<file path="src/iao_pkg.sv">
// Constants shared by the increment and OR-literal execution block
package iao_pkg;
  localparam int          IAO_INSN_W      = 14;           // Instruction word width
  localparam int          IAO_DATA_W      = 8;            // Data path width
  localparam int          IAO_ADDR_W      = 7;            // Register operand width
  localparam int          IAO_OPC_W       = 6;            // Opcode field width
  localparam int          IAO_OPC_MSB     = 13;           // Opcode field top bit
  localparam int          IAO_OPC_LSB     = 8;            // Opcode field bottom bit
  localparam int          IAO_DEST_BIT    = 7;            // Destination select bit
  localparam logic [5:0]  IAO_OPC_INCSKIP = 6'h0F;        // Increment, skip if zero
  localparam logic [5:0]  IAO_OPC_INC     = 6'h0A;        // Plain increment
  localparam logic [5:0]  IAO_OPC_ORLIT   = 6'h38;        // OR literal into accumulator
  localparam logic [7:0]  IAO_ACC_RESET   = 8'h00;        // Accumulator reset value
  localparam logic [7:0]  IAO_ZERO        = 8'h00;        // All-zero data value
  localparam logic [7:0]  IAO_ONE         = 8'h01;        // Increment step
  localparam logic [13:0] IAO_NOP_WORD    = 14'h0000;     // No-operation word

  // Kind of operation decoded from the opcode
  typedef enum logic [1:0] {
    IAO_OP_NONE    = 2'b00,
    IAO_OP_INC     = 2'b01,
    IAO_OP_INCSKIP = 2'b10,
    IAO_OP_ORLIT   = 2'b11
  } iao_op_type;
endpackage

</file>
<file path="src/iao_decode.sv">
// Opcode decoder for the increment and OR-literal instructions
`timescale 1ns/1ps
`default_nettype none
module iao_decode
  import iao_pkg::*;
(
  input  wire logic [13:0] insn,      // Instruction word
  output var iao_op_type   op,        // Decoded operation
  output logic             dest_reg,  // 1: result to register
  output logic [6:0]       reg_addr,  // Register operand
  output logic [7:0]       literal    // Literal operand
);
  logic [5:0] opc;                   // Opcode field

  // Field extraction
  always_comb begin
    opc      = insn[IAO_OPC_MSB:IAO_OPC_LSB];
    dest_reg = insn[IAO_DEST_BIT];
    reg_addr = insn[IAO_ADDR_W-1:0];
    literal  = insn[IAO_DATA_W-1:0];
  end

  // Opcode match
  always_comb begin
    if (opc == IAO_OPC_INCSKIP) begin
      op = IAO_OP_INCSKIP;
    end else if (opc == IAO_OPC_INC) begin
      op = IAO_OP_INC;
    end else if (opc == IAO_OPC_ORLIT) begin
      op = IAO_OP_ORLIT;
    end else begin
      op = IAO_OP_NONE;
    end
  end
endmodule
`default_nettype wire

</file>
<file path="src/iao_exec.sv">
// Execution of increment, increment-skip and OR-literal instructions
`timescale 1ns/1ps
`default_nettype none
// Operation
// - Opcode 001111 is increment-skip; flags untouched
// - Increment register; destination bit picks target
// - Zero result discards prefetch, two cycles
// - Skip tested on result, wraparound included
// - Opcode 001010 is increment; updates zero flag
// - Opcode 111000 is OR literal; updates zero
// - OR literal result always into accumulator
module iao_exec
  import iao_pkg::*;
(
  input  wire logic        core_clk,  // Core instruction clock
  input  wire logic        rst,       // Synchronous reset, high
  input  wire logic        insn_vld,  // Instruction word valid
  input  wire logic [13:0] insn,      // Prefetched instruction word
  input  wire logic [7:0]  reg_rdata, // Addressed register contents
  output logic [6:0]       reg_addr,  // Register operand address
  output logic             reg_we,    // Register write strobe
  output logic [7:0]       reg_wdata, // Register write data
  output logic [7:0]       acc,       // Accumulator
  output logic             zero_flag, // Zero status flag
  output logic             skip_nop,  // Discarding prefetch, executing nop
  output logic             done       // Instruction retired pulse
);
  iao_op_type op;                    // Decoded operation
  logic       dest_reg;              // Destination select
  logic [6:0] dec_addr;              // Decoded address
  logic [7:0] literal;               // Decoded literal
  logic [7:0] inc_sum;               // Register plus one
  logic [7:0] or_res;                // Accumulator OR literal
  logic       exec;                  // Instruction executes this cycle

  iao_decode u_dec (
    .insn     (insn),
    .op       (op),
    .dest_reg (dest_reg),
    .reg_addr (dec_addr),
    .literal  (literal)
  );

  // Increment, cut to eight bits so that 0xFF wraps to zero
  always_comb begin
    inc_sum = 8'(reg_rdata + IAO_ONE);
  end

  // OR of the accumulator with the literal field
  always_comb begin
    or_res = acc | literal;
  end

  // A word is taken only outside a skip cycle; the word that
  // arrives during the skip is the prefetched one and is dropped
  always_comb begin
    exec = insn_vld && !skip_nop;
  end

  // Skip cycle: next fetched word is replaced by a nop
  always_ff @(posedge core_clk) begin
    if (rst) begin
      skip_nop <= 1'b0;
    end else if (exec && op == IAO_OP_INCSKIP && inc_sum == IAO_ZERO) begin
      skip_nop <= 1'b1;
    end else begin
      skip_nop <= 1'b0;
    end
  end

  // Accumulator update
  always_ff @(posedge core_clk) begin
    if (rst) begin
      acc <= IAO_ACC_RESET;
    end else if (exec && op == IAO_OP_ORLIT) begin
      acc <= or_res;
    end else if (exec && (op == IAO_OP_INC || op == IAO_OP_INCSKIP) && !dest_reg) begin
      acc <= inc_sum;
    end
  end

  // Register write port
  always_ff @(posedge core_clk) begin
    if (rst) begin
      reg_we    <= 1'b0;
      reg_wdata <= IAO_ZERO;
      reg_addr  <= 7'h00;
    end else begin
      reg_we    <= exec && (op == IAO_OP_INC || op == IAO_OP_INCSKIP) && dest_reg;
      reg_wdata <= inc_sum;
      reg_addr  <= dec_addr;
    end
  end

  // Zero flag; increment-skip leaves it alone
  always_ff @(posedge core_clk) begin
    if (rst) begin
      zero_flag <= 1'b0;
    end else if (exec && op == IAO_OP_INC) begin
      zero_flag <= (inc_sum == IAO_ZERO);
    end else if (exec && op == IAO_OP_ORLIT) begin
      zero_flag <= (or_res == IAO_ZERO);
    end else begin
      zero_flag <= zero_flag;
    end
  end

  // Retire pulse: one per instruction, skip's nop included
  always_ff @(posedge core_clk) begin
    if (rst) begin
      done <= 1'b0;
    end else begin
      done <= insn_vld;
    end
  end
endmodule
`default_nettype wire

</file>
<file path="config.mk">
export PLATFORM = sky130hd
export DESIGN_NAME = iao_exec
export DESIGN_NICKNAME = d
export VERILOG_FILES = /design/src/iao_pkg.sv /design/src/iao_decode.sv /design/src/iao_exec.sv
export SDC_FILE = /design/constraint.sdc
export NUM_CORES = 1
export LEC_CHECK = 0
export BUFFER_PORTS_ARGS = -buffer_cell sky130_fd_sc_hd__buf_2
export CAP_MARGIN = 10
export CORE_MARGIN = 3
export CORE_UTILIZATION = 48
export CTS_BUF_LIST = sky130_fd_sc_hd__clkbuf_8
export DETAILED_ROUTE_END_ITERATION = 6
export PLACE_DENSITY = 0.81
export SLEW_MARGIN = 0
export SYNTH_ARGS = -nofsm -noshare
export SYNTH_HDL_FRONTEND = slang
export SYNTH_SLANG_ARGS = --single-unit
export TNS_END_PERCENT = 30
</file>
<file path="constraint.sdc">
create_clock -name core_clk -period 2.8 [get_ports core_clk]
set_clock_uncertainty 0.15 [all_clocks]
set_input_delay 0.42 -clock core_clk [delete_from_list [all_inputs] [get_ports core_clk]]
set_output_delay 0.42 -clock core_clk [all_outputs]
set_load 0.03 [all_outputs]
</file>
==> results.toml <==
[finish]
layout.nets = 208
fin_area_mm2 = 0.001500
areaGrowthSynthToFinish_pct = 27.55
n_antenna_cell = 0
drive_above_1_share_pct = 35.59
nFillCells = 187

[routing]
drtIter0Drc = 20
wl_per_cell_um = 14.14
num_vias = 1089
postRouteAntennaNets = 0
drc_errors = 0
firstDrtPassIters = 4
vias_per_cell = 5.312
drt-total-wl_um = 2898

[die]
ios = 52
row_count = 17
die_area_mm2 = 0.003080
die_h_um = 55.50
fp.dieW_um = 55.50
start_util_pct = 51.68
core_mm2 = 0.002276

[placement]
placed_area_mm2 = 0.001455
gp_congestion = 0.7922
io_buffers = 51
hpwl_um = 2289

[clocking]
cts.clk_slew.worst_paths_ns = 0.09
htreeDepth = 1
clock_path_buffers = 2
root_buffer = "clkbuf_8"
cts_tree = "done"
postCtsResizedCells = 0
post_cts_buffers = 0
insertion_delay_ns = 0.27
cts_buffers = 3
hold_buffers = 0
clock_sinks = 27

[synthesis]
yosysTopAreaCell = "dfxtp_1"
syn_area_mm2 = 0.001176
synth_ff_type = "dfxtp_1"
synth_most_common_cell = "dfxtp_1"
yosys_register_bits = 27
synth_nets = 155
synth_warnings = 0
seq_area_frac_synth_pct = 45.96
ys_top_cells_by_count = "dfxtp_1 (27), inv_1 (13), nor2_1 (13), nor2b_1 (10)"
synth_cells = 125
yosys-top-cells-area = "dfxtp_1 (46%), a221oi_1 (6.0%), ha_1 (5.3%)"
avgSynthCellArea_um2 = 9.409
synth_async_sr_flop_share_pct = 0
synth_edf_count = 0
yosys.cell_types.count = 30
yosys.area.top_type_share_pct = 45.96

[timing]
slew_headroom_pct = 63.81
finalSetupTns_ns = 0
drv_slew = 0
period_minus_slack_ns = 2.141
max_freq_ghz = 0.4670
tightest_slew_ns = 0.5399
finalSetupViolCount = 0
rsz0062_at_grt = "no"
period_share_pct = 76.47
final_hold_viol_count = 0

[pwr]
power.density_mw_per_mm2 = 492.2
leakage_nw = 0.6873
ir_drop_mv = 0.5006

[grt]
grt-ovfl-total = 0
antenna_found_initial = 0
grt_max_degree = 27
first_global_vias = 1099
grt_pass1_wl_um = 4926
grtUsageTotal_pct = 20.11

[critical_path]
crit_fanout = 8
crit_required_ns = 2.82
crit_type = "primary input to flop"
crit_path_start_kind = "primary input"
critPathCaptureType = "flop"
critPathArrivalTime_ns = 2.16

[flow_run]
drv_cap = 0

[run_status]
outcome = "complete, no violations"

[hold_path]
hold_path.class = "primary input to flop"
[cell families after synthesis]
kind of cell / after synthesis / share of synthesized area [%]
compound gates: 23 / 14.68
simple gates: 48 / 23.83
fa+ha+maj: 5 / 5.319
flops: 27 / 45.96
xor+xnor: 6 / 5.107
buf+inv: 16 / 5.107
[report_power, final]
group	leakage, nW	switching, W	internal (W)
clock	0.0269	0.000114	0.0000983
combinational	0.438	0.0000818	0.0000411
sequential	0.222	0.00000429	0.000399
total	0.687	0.000200	0.000539
[path summary, 6_finish.rpt]
kind / startpoint / to / slack (ns) / depth (start not counted)
worst min register to register: acc[0]$_SDFFE_PP0P_ / acc[0]$_SDFFE_PP0P_ / 0.34 / 2
worst min-delay path: insn_vld / done$_SDFF_PP0_ / 0.23 / 2
worst max-delay path: insn[12] / acc[4]$_SDFFE_PP0P_ / 0.66 / 8
worst max register to register: acc[1]$_SDFFE_PP0P_ / zero_flag$_SDFFE_PP0P_ / 1.14 / 5
[area by class of cell]
class / instances / area [µm²] / share of cell area [%]
multi-input combinational: 82 / 575.6 / 38.37
sequential: 27 / 540.5 / 36.03
timing repair buffer: 51 / 255.2 / 17.01
inverter: 13 / 48.80 / 3.253
clock buffer: 3 / 41.29 / 2.752
tap: 28 / 35.03 / 2.335
clock inverter: 1 / 3.754 / 0.2502
[critical path, stage by stage]
cell and delay, ns:
buf_2 0.11, and3b_1 0.20, o211a_1 0.30, ha_1 0.32, nand2b_1 0.10, a21oi_2 0.27, o21ai_0 0.17, a221oi_1 0.28
[routing by layer]
| layer | vias to the layer above | track usage [%] | part of all wire (%) |
|---|---|---|---|
| met5 | - | 0 | 0 |
| met4 | 0 | 7.292 | 2.1 |
| met3 | 8 | 7.710 | 7.5 |
| li1 | 536 | - | - |
| met2 | 42 | 34.46 | 48 |
| met1 | 503 | 22.46 | 42 |
[sequential cells by signal (all words and copies together), names as in the netlist]
name / flops
reg_addr: 7
zero_flag: 1
reg_wdata: 8
skip_nop: 1
acc: 8
done: 1
reg_we: 1
[through the flow]
step                      power [W]  instances  worst slack, ns  hold slack, ns  util [%]
after global placement    0.0005307        201           0.5133          0.3276     63.94
after floorplan           0.0004847        125           0.7233          0.3424         -
after detailed placement  0.0005353        201           0.4085          0.3254     63.94
final                     0.0007384        205           0.6588          0.2330     65.92
after CTS                 0.0007464        205           0.6810          0.2403     65.92
after global routing      0.0007699        205           0.4670          0.2466     65.92
[placed cells by master (no fill, tap or decap), types with 2 or more instances in the layout]
cell type / netlist / layout
a221oi_1: 8 / 8
xor2_1: 2 / 2
nand2b_1: 2 / 2
nor3_2: 2 / 2
nor2_1: 13 / 13
dfxtp_1: 27 / 27
buf_2: 0 / 51
a21oi_1: 2 / 2
o21ai_0: 8 / 8
nor4_1: 3 / 3
nand2_1: 5 / 5
inv_1: 13 / 14
xnor2_1: 3 / 3
clkbuf_8: 0 / 3
nand3_1: 5 / 5
nor2b_1: 10 / 10
ha_1: 5 / 5
(Power assumes the default switching activity.)
